<file path="src/verilog/ghia_consts.vh">
/*
  Constants for the gauge host command port: target address, command
  locations, authentication block layout, hash constants, timing.
  Assumes a 100 MHz core clock.
*/
`ifndef GHIA_CONSTS_VH
`define GHIA_CONSTS_VH

// ****************************************
// bus addressing
// ****************************************
`define DEV_ADDR 7'h55
`define CMD_MAX 8'h7f

// ****************************************
// command locations
// ****************************************
`define BUF_BASE 8'h40
`define BUF_LAST 8'h5f
`define CMD_SUBCLASS 8'h3e
`define CMD_BLOCK 8'h3f
`define CMD_CHAL_SUM 8'h54
`define CMD_BLOCK_SUM 8'h60
`define CMD_ACCESS 8'h61

// ****************************************
// authentication values
// ****************************************
`define ACC_KEY_MODE 8'h00
`define ACC_CHAL_MODE 8'h01
`define KEY_SUBCLASS 8'h70
`define KEY_BLOCK 8'h00
`define SUM_GOOD 8'hff
`define CHAL_BYTES 20
`define KEY_FIRST 12
`define KEY_END 28
`define KEY_RESET 128'h0123456789abcdeffedcba987654321
`define HMAC_IPAD 8'h36
`define HMAC_OPAD 8'h5c
`define HMAC_LEN 64'h00000000000002a0
`define SHA_IV 160'h67452301efcdab8998badcfe10325476c3d2e1f0
`define SHA_K0 32'h5a827999
`define SHA_K1 32'h6ed9eba1
`define SHA_K2 32'h8f1bbcdc
`define SHA_K3 32'hca62c1d6
`define SHA_ROUNDS 7'd80

// ****************************************
// timing
// ****************************************
`define CLK_FREQ_MHZ 100
`define BUS_STUCK_US 2000
`define BUS_STUCK_CYC (`BUS_STUCK_US * `CLK_FREQ_MHZ)

`endif

</file>
<file path="src/verilog/ghia_sha1_core.v">
/*
  Iterative SHA-1 compression, one round per enabled clock.
  Assumes the caller holds block stable while busy is high.
*/
`timescale 1ns/1ps
`include "ghia_consts.vh"
module ghia_sha1_core (
    input wire clock,
    input wire rst_n,
    input wire clkEn,
    input wire start,
    input wire first,
    input wire [511:0] block,
    output reg busy,
    output reg done,
    output reg [159:0] hash
);

reg [31:0] aQ, bQ, cQ, dQ, eQ;
reg [511:0] wQ;
reg [6:0] roundQ;
reg [31:0] f;
reg [31:0] k;
wire [31:0] temp;
wire [31:0] wNew;
wire [31:0] w13 = wQ[95:64];
wire [31:0] w8 = wQ[255:224];
wire [31:0] w2 = wQ[447:416];
wire [31:0] w0 = wQ[511:480];
wire [159:0] base = first ? `SHA_IV : hash;

// ****************************************
// round function
// ****************************************
always @*
begin
    if (roundQ < 7'd20)
    begin
        f = (bQ & cQ) | (~bQ & dQ);
        k = `SHA_K0;
    end
    else if (roundQ < 7'd40)
    begin
        f = bQ ^ cQ ^ dQ;
        k = `SHA_K1;
    end
    else if (roundQ < 7'd60)
    begin
        f = (bQ & cQ) | (bQ & dQ) | (cQ & dQ);
        k = `SHA_K2;
    end
    else
    begin
        f = bQ ^ cQ ^ dQ;
        k = `SHA_K3;
    end
end

assign temp = {aQ[26:0], aQ[31:27]} + f + eQ + k + w0;
assign wNew = {w13[30:0] ^ w8[30:0] ^ w2[30:0] ^ w0[30:0], w13[31] ^ w8[31] ^ w2[31] ^ w0[31]};

// ****************************************
// state update
// ****************************************
always @(posedge clock or negedge rst_n)
begin
    if (!rst_n)
    begin
        aQ <= 32'h0;
        bQ <= 32'h0;
        cQ <= 32'h0;
        dQ <= 32'h0;
        eQ <= 32'h0;
        wQ <= 512'h0;
        roundQ <= 7'h0;
        busy <= 1'b0;
        done <= 1'b0;
        hash <= 160'h0;
    end
    else if (clkEn)
    begin
        done <= 1'b0;
        if (start && !busy)
        begin
            {aQ, bQ, cQ, dQ, eQ} <= base;
            hash <= base;
            wQ <= block;
            roundQ <= 7'h0;
            busy <= 1'b1;
        end
        else if (busy)
        begin
            eQ <= dQ;
            dQ <= cQ;
            cQ <= {bQ[1:0], bQ[31:2]};
            bQ <= aQ;
            aQ <= temp;
            wQ <= {wQ[479:0], wNew};
            roundQ <= roundQ + 7'd1;
            if (roundQ == `SHA_ROUNDS - 7'd1)
            begin
                hash <= {hash[159:128] + temp, hash[127:96] + aQ, hash[95:64] + {bQ[1:0], bQ[31:2]},
                         hash[63:32] + cQ, hash[31:0] + dQ};
                busy <= 1'b0;
                done <= 1'b1;
            end
        end
    end
end

endmodule // ghia_sha1_core

</file>
<file path="src/verilog/ghia_host_port.v">
/*
  Gauge host command port: byte-wide two-wire target with a command
  pointer, a 32-byte authentication buffer and keyed digest sequencing.
  Assumes pins are already synchronous to clock; the security state and
  the external-authentication strap come from the gauge core.
*/
// How it works
// - answer only target address 1010101, bytes 0xAA write, 0xAB read.
// - support standard read, incremental read, one-byte write and quick read.
// - a read with no command byte returns the byte at the pointer.
// - pointer advances on every acknowledged data byte, either side acking.
// - each single-byte write lands at the location named by its own command byte.
// - data written to a read-only location is not acknowledged.
// - a command byte above 0x7F is not acknowledged.
// - after the first write data byte, further data bytes are not acknowledged.
// - lines low for the stuck timeout make the port release the data line.
// - a line still held low after release puts the engine to sleep.
// - with external authentication, only relay challenge and digest over the link.
// - each 160-bit challenge yields a 160-bit keyed digest from the stored key.
// - new keys are accepted only in the open security state.
// - key commits only on a good checksum over the whole 0x40-0x5F block.
// - on a good challenge checksum, the digest overwrites the challenge buffer.
`timescale 1ns/1ps
`include "ghia_consts.vh"
module ghia_host_port #(
    parameter STUCK_CYCLES = `BUS_STUCK_CYC
) (
    input wire clock,
    input wire rst_n,
    input wire clkEn,
    input wire sclIn,
    output wire sclOut,
    output wire sclOen_n,
    input wire sdaIn,
    output wire sdaOut,
    output wire sdaOen_n,
    input wire openState,
    input wire extAuthMode,
    output wire [159:0] swlChallenge,
    output reg swlReq,
    input wire [159:0] swlDigest,
    input wire swlDone,
    output reg authBusy,
    output reg engineSleep
);

localparam ST_IDLE = 5'b00001;
localparam ST_RX = 5'b00010;
localparam ST_ACK = 5'b00100;
localparam ST_TX = 5'b01000;
localparam ST_MACK = 5'b10000;
localparam K_ADDR = 2'd0;
localparam K_CMD = 2'd1;
localparam K_DATA = 2'd2;

reg [4:0] stateQ;
reg [1:0] kindQ;
reg [2:0] cntQ;
reg [7:0] shQ;
reg [7:0] ptrQ;
reg sclQ, sdaQ, byteDoneQ, ackOkQ, isReadQ, wroteQ, sdaDrvQ, releasedQ;
reg [31:0] stuckQ;
reg keyModeQ, chalModeQ;
reg [7:0] subclassQ, blockQ;
reg [127:0] keyQ;
reg [159:0] chalQ, innerQ;
reg [1:0] stepQ;
reg shaStartQ;
reg [7:0] bufMem [0:31];
reg [7:0] sumAll, sumChal;
reg [159:0] chalVec;
reg [127:0] keyVec;
reg [511:0] shaBlock;
integer i, j;
wire shaBusy, shaDone;
wire [159:0] shaHash;
wire [7:0] rxByte = {shQ[6:0], sdaIn};
wire sclRise = sclIn & ~sclQ;
wire sclFall = ~sclIn & sclQ;
wire startCond = sclIn & sclQ & sdaQ & ~sdaIn;
wire stopCond = sclIn & sclQ & ~sdaQ & sdaIn;
wire busLow = ~sclIn | ~sdaIn;
wire [511:0] keyPad = {keyQ, 384'h0};
wire dataOk = ~wroteQ & isWritable(ptrQ);
wire [7:0] ptrByte = readByte(ptrQ);

assign sclOut = 1'b0;
assign sclOen_n = 1'b1;
assign sdaOut = 1'b0;
assign sdaOen_n = ~(sdaDrvQ & ~releasedQ);
assign swlChallenge = chalQ;

// ****************************************
// decoding
// ****************************************
function isWritable;
    input [7:0] a;
    begin
        isWritable = (a >= `BUF_BASE && a <= `BUF_LAST) || a == `CMD_SUBCLASS || a == `CMD_BLOCK ||
                     a == `CMD_CHAL_SUM || a == `CMD_BLOCK_SUM || a == `CMD_ACCESS;
    end
endfunction

function [7:0] readByte;
    input [7:0] a;
    begin
        if (a >= `BUF_BASE && a <= `BUF_LAST)
            readByte = bufMem[a[4:0]];
        else if (a == `CMD_SUBCLASS)
            readByte = subclassQ;
        else if (a == `CMD_BLOCK)
            readByte = blockQ;
        else
            readByte = 8'h00;
    end
endfunction

// ****************************************
// checksums and block views
// ****************************************
always @*
begin
    sumAll = 8'h00;
    sumChal = 8'h00;
    chalVec = 160'h0;
    keyVec = 128'h0;
    for (i = 0; i < 32; i = i + 1)
    begin
        sumAll = sumAll + bufMem[i];
        if (i < `CHAL_BYTES)
        begin
            sumChal = sumChal + bufMem[i];
            chalVec = {chalVec[151:0], bufMem[i]};
        end
        if (i >= `KEY_FIRST && i < `KEY_END)
            keyVec = {keyVec[119:0], bufMem[i]};
    end
end

// ****************************************
// keyed hash block selection
// ****************************************
always @*
begin
    case (stepQ)
        2'd0: shaBlock = keyPad ^ {64{`HMAC_IPAD}};
        2'd1: shaBlock = {chalQ, 8'h80, 280'h0, `HMAC_LEN};
        2'd2: shaBlock = keyPad ^ {64{`HMAC_OPAD}};
        default: shaBlock = {innerQ, 8'h80, 280'h0, `HMAC_LEN};
    endcase
end

ghia_sha1_core uSha (
    .clock(clock),
    .rst_n(rst_n),
    .clkEn(clkEn),
    .start(shaStartQ),
    .first(~stepQ[0]),
    .block(shaBlock),
    .busy(shaBusy),
    .done(shaDone),
    .hash(shaHash)
);

// ****************************************
// bus engine, registers, authentication
// ****************************************
always @(posedge clock or negedge rst_n)
begin
    if (!rst_n)
    begin
        stateQ <= ST_IDLE;
        kindQ <= K_ADDR;
        cntQ <= 3'h0;
        shQ <= 8'h00;
        ptrQ <= 8'h00;
        sclQ <= 1'b1;
        sdaQ <= 1'b1;
        byteDoneQ <= 1'b0;
        ackOkQ <= 1'b0;
        isReadQ <= 1'b0;
        wroteQ <= 1'b0;
        sdaDrvQ <= 1'b0;
        releasedQ <= 1'b0;
        stuckQ <= 32'h0;
        engineSleep <= 1'b0;
        keyModeQ <= 1'b0;
        chalModeQ <= 1'b0;
        subclassQ <= 8'h00;
        blockQ <= 8'h00;
        keyQ <= `KEY_RESET;
        chalQ <= 160'h0;
        innerQ <= 160'h0;
        stepQ <= 2'd0;
        shaStartQ <= 1'b0;
        swlReq <= 1'b0;
        authBusy <= 1'b0;
        for (j = 0; j < 32; j = j + 1)
            bufMem[j] <= 8'h00;
    end
    else if (clkEn)
    begin
        sclQ <= sclIn;
        sdaQ <= sdaIn;
        shaStartQ <= 1'b0;
        swlReq <= 1'b0;
        if (!busLow)
        begin
            stuckQ <= 32'h0;
            releasedQ <= 1'b0;
            engineSleep <= 1'b0;
        end
        else if (stuckQ == STUCK_CYCLES - 1)
        begin
            releasedQ <= 1'b1;
            engineSleep <= releasedQ;
        end
        else
            stuckQ <= stuckQ + 32'h1;
        if (releasedQ || stopCond)
        begin
            stateQ <= ST_IDLE;
            sdaDrvQ <= 1'b0;
        end
        else if (startCond)
        begin
            stateQ <= ST_RX;
            kindQ <= K_ADDR;
            cntQ <= 3'h0;
            wroteQ <= 1'b0;
            byteDoneQ <= 1'b0;
            sdaDrvQ <= 1'b0;
        end
        else
        begin
            case (stateQ)
                ST_RX:
                begin
                    if (sclRise)
                    begin
                        shQ <= rxByte;
                        cntQ <= cntQ + 3'd1;
                        if (cntQ == 3'd7)
                        begin
                            byteDoneQ <= 1'b1;
                            if (kindQ == K_ADDR)
                            begin
                                ackOkQ <= (rxByte[7:1] == `DEV_ADDR);
                                isReadQ <= rxByte[0];
                            end
                            else if (kindQ == K_CMD)
                            begin
                                ackOkQ <= (rxByte <= `CMD_MAX);
                                if (rxByte <= `CMD_MAX)
                                    ptrQ <= rxByte;
                            end
                            else
                            begin
                                ackOkQ <= dataOk;
                                wroteQ <= 1'b1;
                                if (dataOk)
                                begin
                                    ptrQ <= ptrQ + 8'd1;
                                    if (ptrQ >= `BUF_BASE && ptrQ <= `BUF_LAST && !authBusy)
                                        bufMem[ptrQ[4:0]] <= rxByte;
                                    if (ptrQ == `CMD_SUBCLASS)
                                        subclassQ <= rxByte;
                                    if (ptrQ == `CMD_BLOCK)
                                    begin
                                        blockQ <= rxByte;
                                        if (!openState && rxByte == `KEY_BLOCK)
                                            chalModeQ <= 1'b1;
                                    end
                                    if (ptrQ == `CMD_ACCESS && openState)
                                    begin
                                        keyModeQ <= (rxByte == `ACC_KEY_MODE);
                                        chalModeQ <= (rxByte == `ACC_CHAL_MODE);
                                    end
                                    if (ptrQ == `CMD_BLOCK_SUM && openState && keyModeQ &&
                                        subclassQ == `KEY_SUBCLASS && blockQ == `KEY_BLOCK &&
                                        sumAll + rxByte == `SUM_GOOD)
                                        keyQ <= keyVec;
                                    if (ptrQ == `CMD_CHAL_SUM && chalModeQ && !authBusy &&
                                        sumChal + rxByte == `SUM_GOOD)
                                    begin
                                        chalQ <= chalVec;
                                        authBusy <= 1'b1;
                                        stepQ <= 2'd0;
                                        swlReq <= extAuthMode;
                                        shaStartQ <= ~extAuthMode;
                                    end
                                end
                            end
                        end
                    end
                    else if (sclFall && byteDoneQ)
                    begin
                        byteDoneQ <= 1'b0;
                        stateQ <= ST_ACK;
                        sdaDrvQ <= ackOkQ;
                    end
                end
                ST_ACK:
                begin
                    if (sclFall)
                    begin
                        cntQ <= 3'h0;
                        if (!ackOkQ)
                        begin
                            stateQ <= ST_IDLE;
                            sdaDrvQ <= 1'b0;
                        end
                        else if (kindQ == K_ADDR && isReadQ)
                        begin
                            stateQ <= ST_TX;
                            shQ <= ptrByte;
                            sdaDrvQ <= ~ptrByte[7];
                        end
                        else
                        begin
                            stateQ <= ST_RX;
                            kindQ <= (kindQ == K_ADDR) ? K_CMD : K_DATA;
                            sdaDrvQ <= 1'b0;
                        end
                    end
                end
                ST_TX:
                begin
                    if (sclFall)
                    begin
                        cntQ <= cntQ + 3'd1;
                        shQ <= {shQ[6:0], 1'b0};
                        sdaDrvQ <= (cntQ == 3'd7) ? 1'b0 : ~shQ[6];
                        if (cntQ == 3'd7)
                            stateQ <= ST_MACK;
                    end
                end
                ST_MACK:
                begin
                    if (sclRise)
                    begin
                        ackOkQ <= ~sdaIn;
                        if (!sdaIn)
                            ptrQ <= ptrQ + 8'd1;
                    end
                    else if (sclFall)
                    begin
                        cntQ <= 3'h0;
                        stateQ <= ackOkQ ? ST_TX : ST_IDLE;
                        shQ <= ptrByte;
                        sdaDrvQ <= ackOkQ & ~ptrByte[7];
                    end
                end
                default:
                    sdaDrvQ <= 1'b0;
            endcase
        end
        if (shaDone)
        begin
            stepQ <= stepQ + 2'd1;
            shaStartQ <= (stepQ != 2'd3);
            if (stepQ == 2'd1)
                innerQ <= shaHash;
        end
        if ((shaDone && stepQ == 2'd3) || (swlDone && extAuthMode && authBusy))
        begin
            authBusy <= 1'b0;
            for (j = 0; j < `CHAL_BYTES; j = j + 1)
                bufMem[j] <= extAuthMode ? swlDigest[159 - 8 * j -: 8] : shaHash[159 - 8 * j -: 8];
        end
    end
end

endmodule // ghia_host_port

</file>
<file path="config.mk">
export PLATFORM = sky130hd
export DESIGN_NAME = ghia_host_port
export DESIGN_NICKNAME = d
export VERILOG_FILES = /design/src/verilog/ghia_sha1_core.v /design/src/verilog/ghia_host_port.v
export VERILOG_INCLUDE_DIRS = /design/src /design/src/verilog
export SDC_FILE = /design/constraint.sdc
export NUM_CORES = 2
export LEC_CHECK = 0
export BUFFER_PORTS_ARGS = -buffer_cell sky130_fd_sc_hd__buf_4
export CORE_UTILIZATION = 45
export DETAILED_ROUTE_END_ITERATION = 10
export RECOVER_POWER = 25
export SLEW_MARGIN = 0
export SYNTH_ARGS = -nofsm -noshare
export SYNTH_HDL_FRONTEND = slang
export SYNTH_SLANG_ARGS = --single-unit
</file>
<file path="constraint.sdc">
create_clock -name clock -period 12 [get_ports clock]
set_input_delay 2.4 -clock clock [delete_from_list [all_inputs] [get_ports clock]]
set_output_delay 2.4 -clock clock [all_outputs]
set_load 0.005 [all_outputs]
</file>
---- After elaboration in Yosys (flattened, before gate mapping) ----
Index checks and enable logic that the tools add are counted.
storage, ports and cells
  output and inout bits ................... 167
  word-level logic and storage cells ...... 499
  register bits after elaboration ......... 1634
  input bits .............................. 168
operators by class
  multiplexer cells ....................... 189
  reductions and logical operators ........ 84
  equal/unequal tests ..................... 59
  bitwise logic cells ..................... 44
  magnitude comparators ................... 8
  add/subtract/negate cells ............... 47
operators by type and width
  cell                                                   number
  2-to-1 mux 256 bit                                     9
  one-hot mux 512 bit (3 select lines)                   1
  2-to-1 mux 512 bit                                     2
  2-to-1 mux 160 bit                                     5
  2-to-1 mux 32 bit                                      17
  NOT 256 bit                                            2
  adder 32 bit                                           9
  2-to-1 mux 8 bit                                       34
  adder 8 bit                                            33
  bitwise mux 256 bit                                    1
  bitwise AND 32 bit                                     4
  OR 32 bit                                              3
  XOR 31 bit                                             3
  AND reduction 10 bit                                   9
  2-to-1 mux 1 bit                                       69
  XOR 32 bit                                             2
  2-to-1 mux 7 bit                                       9
  2-to-1 mux 5 bit                                       9
  nonzero test 2 bit                                     22
  binary-select mux 8 bit (select 5 bit)                 1
  demux 8 bit (select 5 bit)                             1
  AND reduction 11 bit                                   3
  adder 32 x 1 -> 32 bit, second input constant          1
  equality test 32 x 18 -> 1 bit, second input constant  1
  58 further kinds                                       181

---- Logic depth before layout (Yosys ltp) ----
  depth after elaboration ................. 35
  depth in mapped cells ................... 35

---- Hierarchy ----
A second synthesis with hierarchy kept.
unflattened totals
  cells, all modules ...................... 9853
  area, all modules ....................... 99306.5 µm²
modules (own cells, without submodules)
  module          times used  cells each  seq. area each (µm²)  area an instance (µm²)
  ghia_sha1_core  1           5997        21045.2               53510.1
  ghia_host_port  1           3856        19927.9               45796.4

---- Worst setup path before layout ----
Ideal clock, no wire load.
  kind .................................... flip-flop to flip-flop
  from .................................... register bufMem[218] (netlist bit)
  to ...................................... register keyQ[107]
  period minus slack after synthesis ...... 7565 ps
  setup time .............................. 125 ps
  setup slack ............................. 4435 ps
  required time ........................... 11875 ps
  cell stages (with the launch flop) ...... 31
  data arrival time ....................... 7440 ps
  buffers on the path ..................... 2
  cell sequence ........................... dfrtp_1 > fa_1 > inv_1 > fa_1 > inv_1 > fa_1 > fa_1 > inv_1 > fa_1 > fa_1 > inv_1 > fa_1 > ha_1 > a21o_1 > a21oi_1 > o21bai_1 > a21oi_1 > xnor2_1 > inv_1 > fa_1 > xnor2_1 > xnor2_1 > xnor2_1 > xnor2_1 > xnor2_1 > xnor2_1 > xnor2_1 > nand4_1 > clkbuf_1 > buf_2 > mux2_2
on the way
  word-level cells in the longest chain between the ends .. 32
ends and longest elaborated chain
  item                              line                  source
  start: declaration                ghia_host_port.v:69   reg [7:0] bufMem [0:31];
  start signal: indexed assignment  ghia_host_port.v:265  bufMem[ptrQ[4:0]] <= rxByte;
  start signal: indexed assignment  ghia_host_port.v:369  bufMem[j] <= extAuthMode ? swlDigest[159 - 8 * j -: 8] : shaHash[159 - 8 * j -: 8];
  adder 8 bit (28 in series)        ghia_host_port.v:129  sumAll = sumAll + bufMem[i];
  adder 8 bit                       ghia_host_port.v:281  sumAll + rxByte == `SUM_GOOD)
  equality test 8 bit (no line)     -
  logical AND 1 bit (no line)       -
  AND reduction 10 bit (no line)    -
  end signal: assignment            ghia_host_port.v:191  keyQ <= `KEY_RESET;
  end signal: assignment            ghia_host_port.v:282  keyQ <= keyVec;
  end: declaration                  ghia_host_port.v:65   reg [127:0] keyQ;
No other way between the ends.
A chain may end at the register's enable or synchronous reset.

---- Worst setup path after layout ----
  from .................................... register uSha.roundQ[4]
  to ...................................... register uSha.hash[157]
on the way
  word-level cells in the longest chain between the ends .. 12
  elaborated cells between the ends (all ways) .. 20
  those cells by class .................... add/sub: 5; order compare: 3; eq/ne: 1; mux: 9; reduce/logical: 2
ends and longest elaborated chain
  item                         line                  source
  start: declaration           ghia_sha1_core.v:21   reg [6:0] roundQ;
  start signal: assignment     ghia_sha1_core.v:99   roundQ <= roundQ + 7'd1;
  < comparator 7 x 6 -> 1 bit  ghia_sha1_core.v:47   else if (roundQ < 7'd60)
  2-to-1 mux 32 bit            ghia_sha1_core.v:47
  2-to-1 mux 32 bit            ghia_sha1_core.v:42   else if (roundQ < 7'd40)
  2-to-1 mux 32 bit            ghia_sha1_core.v:37   if (roundQ < 7'd20)
  adder 32 bit (4 in series)   ghia_sha1_core.v:59   assign temp = {aQ[26:0], aQ[31:27]} + f + eQ + k + w0;
  adder 32 bit                 ghia_sha1_core.v:102  hash <= {hash[159:128] + temp, hash[127:96] + aQ, hash[95:64] + {bQ[1:0], bQ[31:2]},
  2-to-1 mux 160 bit           ghia_sha1_core.v:100  if (roundQ == `SHA_ROUNDS - 7'd1)
  2-to-1 mux 160 bit           ghia_sha1_core.v:91   else if (busy)
  2-to-1 mux 160 bit           ghia_sha1_core.v:83   if (start && !busy)
  end signal: assignment       ghia_sha1_core.v:86   hash <= base;
  end signal: assignment       ghia_sha1_core.v:102
  end: declaration             ghia_sha1_core.v:16   output reg [159:0] hash
Parallel ways exist; a longest one is shown, timed or not. The select of a mux whose other input is x is not followed.

==> summary.txt <==
Ports = 335
MaxCap Viol Count = 5
Seq/Total Area, Yosys = 0.454
Post-synth EDFFs = 0
endpoints failing setup = 0
Power Density = 371 nW/µm²
total wire length = 427000 µm
P_int = 19500 µW
synth unique cells = 84
clock power share = 0.159
IO buf count = 331
VDD IR-drop max = 1.90 mV
TritonCTS clock tree = done
die area = 202000 µm²
post-synth top area cell = dfrtp_1
Layout area overhead = 12.8%
initial antenna violation count = 42
layout cell share with drive strength beyond 1 = 0.158
Yosys reg bits = 1634
Fin. Hold Viols = 0
GRT Total Usage = 0.417
Sink Count = 1634
largest net degree at the start of global routing = 232
CTS H-tree depth = 4
Setup crit end kind = register
hold_ws = 0.474 ns
most numerous cell in the Yosys netlist = dfrtp_1
Period minus WS final = 9.45 ns
routing usage on met2 = 0.610
vias in the first global route = 72000
Pins Over Slew Limit = 267
1st-iter DRT viols = 10500
# resized after CTS = 0
DRC viols = 0
met1 Track Usage GR = 0.535
Layout Skew = 0.0334 ns
ys flop type = dfrtp_1
Cells after Synth = 8524
Post-synth top cells = 1567 x dfrtp_1, 1125 x nand2_1, 600 x o21ai_0, 495 x a21oi_1, 435 x clkbuf_1
worst-path fanout max = 34
Post-CTS Hold Buffers = 0
via count = 74800
max_slew headroom = -3.82
area of the multi-input gates = 45800 µm²
Die Y = 450 µm
RSZ-0062 raised after global routing = no
Starting Density = 0.452
Most Used Layer, Global Route = met2
HPWL Detailed = 319000 µm
vias per cell = 6.52
Avg Cell Area, Syn = 10.6 µm²
Sw Pwr = 18300 µW
drt wl/cell = 37.2 µm
slowest CP cell = nand2_1
Post-synth ARST share = 1.00
fillers = 18100
TritonCTS buffer count = 187
Core ar. = 200000 µm²
Final period util = 0.788
Worst Path Required = 12.68 ns
global routing met3 resource utilization = 0.113
top post-synthesis cells by area = dfrtp_1 43%, fa_1 6.8%, mux2_2 5.2%, nand2_1 4.7%, ha_1 3.8%
Max Fclk = 0.106 GHz
kind of critical path = register to register
wire length of the first global-routing pass = 588000 µm
Worst-path clk slew = 0.06 ns
combinational share of power = 0.636
critical path arrival = 10.13 ns
Leak = 0.0462 µW
CTS max path bufs = 3
CP most frequent cell = fa_1
worst hold path startpoint = uSha.wQ[396]$_DFFE_PN0P_
clk_lat worst skew = 0.86 ns
Total Power = 37800 µW
startpoint types = register
Nets = 9389
die width = 450 µm
CP max stage delay = 0.61 ns
grt total ovfl = 0
Hold Crit Class = register to register
failing checks = max-capacitance violations, max-slew violations
Worst Max-Slew Pin Slew = 7.22 ns
outcome = finished, violations left
Fin Setup TNS = 0 ns
FF+latch area = 41000 µm²
antenna-violating nets left = 0
synth warn = 0
Reg2Reg Launch Point = uSha.roundQ[4]$_DFFE_PN0P_
Reg power frac = 0.205
post-synth top area share = 0.434
sw frac = 0.483
Post-CTS Setup Bufs = 0
# rows = 164
RePlAce Congestion = 1.04
critical path startpoint = uSha.roundQ[4]$_DFFE_PN0P_
CTS root buffer = clkbuf_16
1st-pass router iterations = 9
post-synthesis cell area = 90300 µm²
[area by class of cell]
cell class / count / area share
multi-input combinational: 5933 / 0.450
sequential: 1634 / 0.402
clock buffer: 277 / 0.0538
timing repair buffer: 482 / 0.0371
tap: 2656 / 0.0326
inverter: 401 / 0.0149
clock inverter: 66 / 0.00880
antenna: 21 / 0.000516
[layer usage]
| metal | up-vias | share of wire |
|---|---|---|
| met5 | - | 0.00034 |
| met4 | 20 | 0.085 |
| met3 | 1035 | 0.10 |
| met2 | 4221 | 0.43 |
| met1 | 38600 | 0.38 |
| li1 | 30900 | - |
[sequential cells by signal, indices dropped and copies added (netlist names), 128 cells and up]
name,flops
bufMem,256
innerQ,160
keyQ,128
swlChallenge,160
uSha.hash,160
uSha.wQ,512
[path summary, 6_finish.rpt]
| path | slack [ns] | endpoint | cells past startpoint |
|---|---|---|---|
| worst max register to register | 2.55 | uSha.hash[157]$_DFFE_PN0P_ | 30 |
| min in group asynchronous | 4.28 | stateQ[1]$_DFFE_PN0P_ | 1 |
| worst min register to register | 0.47 | uSha.wQ[396]$_DFFE_PN0P_ | 2 |
| worst max-delay path | 2.55 | uSha.hash[157]$_DFFE_PN0P_ | 30 |
| max in group asynchronous | 3.28 | uSha.wQ[26]$_DFFE_PN0P_ | 3 |
| worst min-delay path | 0.47 | uSha.wQ[396]$_DFFE_PN0P_ | 2 |
[worst max-delay path, delay by kind of cell (launching register included)]
| family | cells | cell delay (ns) |
|---|---|---|
| AOI/OAI and AO/OA | 15 | 4.27 |
| adders and majority gates | 5 | 2.30 |
| and+or+nand+nor | 5 | 1.32 |
| buffers and inverters | 3 | 0.55 |
| DFF | 1 | 0.47 |
| xor gates and xnor gates | 2 | 0.35 |
[cells by family (layout without fill, tap and decap cells)]
family,count (synthesis),count (layout),synth area share
compound gates,2369,2369,0.179
xor+xnor,365,365,0.0355
fa+ha+maj,582,582,0.106
buf+inv,958,1226,0.0412
flops,1634,1634,0.454
mux,704,704,0.0949
other cells,2,24,0.0000832
simple gates,1910,1910,0.0893
[power by group through the flow]
stage | clock network (µW) | registers (µW) | logic, µW
floorplan | 0 | 7020 | 17100
global placement | 0 | 7770 | 23500
detailed placement | 0 | 7790 | 23500
CTS | 6040 | 7700 | 23700
global route | 6260 | 7770 | 26200
finish | 6010 | 7740 | 24000
[placed cells by master, fill, tap and decap left out, types with 120 or more instances in the layout]
cell type	n
fa_1	309
inv_1	398
mux2i_1	205
mux2_2	419
dfrtp_1	1564
o22ai_1	150
a21oi_1	493
nand2_1	1121
buf_4	460
xor2_1	120
xnor2_1	244
o22a_1	126
a221o_1	272
clkbuf_16	188
ha_1	269
nor2_1	376
o21ai_0	600
[stage by stage]
step           cells  area, µm²  worst slack, ns   util
2_1_floorplan   8525      90300             4.44      -
3_3_place_gp   11100      95500             2.75  0.478
4_1_cts        11400     102000             2.68  0.510
6_report       11500     102000             2.55  0.510
5_1_grt        11500     102000             1.94  0.510
3_5_place_dp   11100      95500             2.75  0.478
Note: power is estimated with default switching activity, not from simulation.
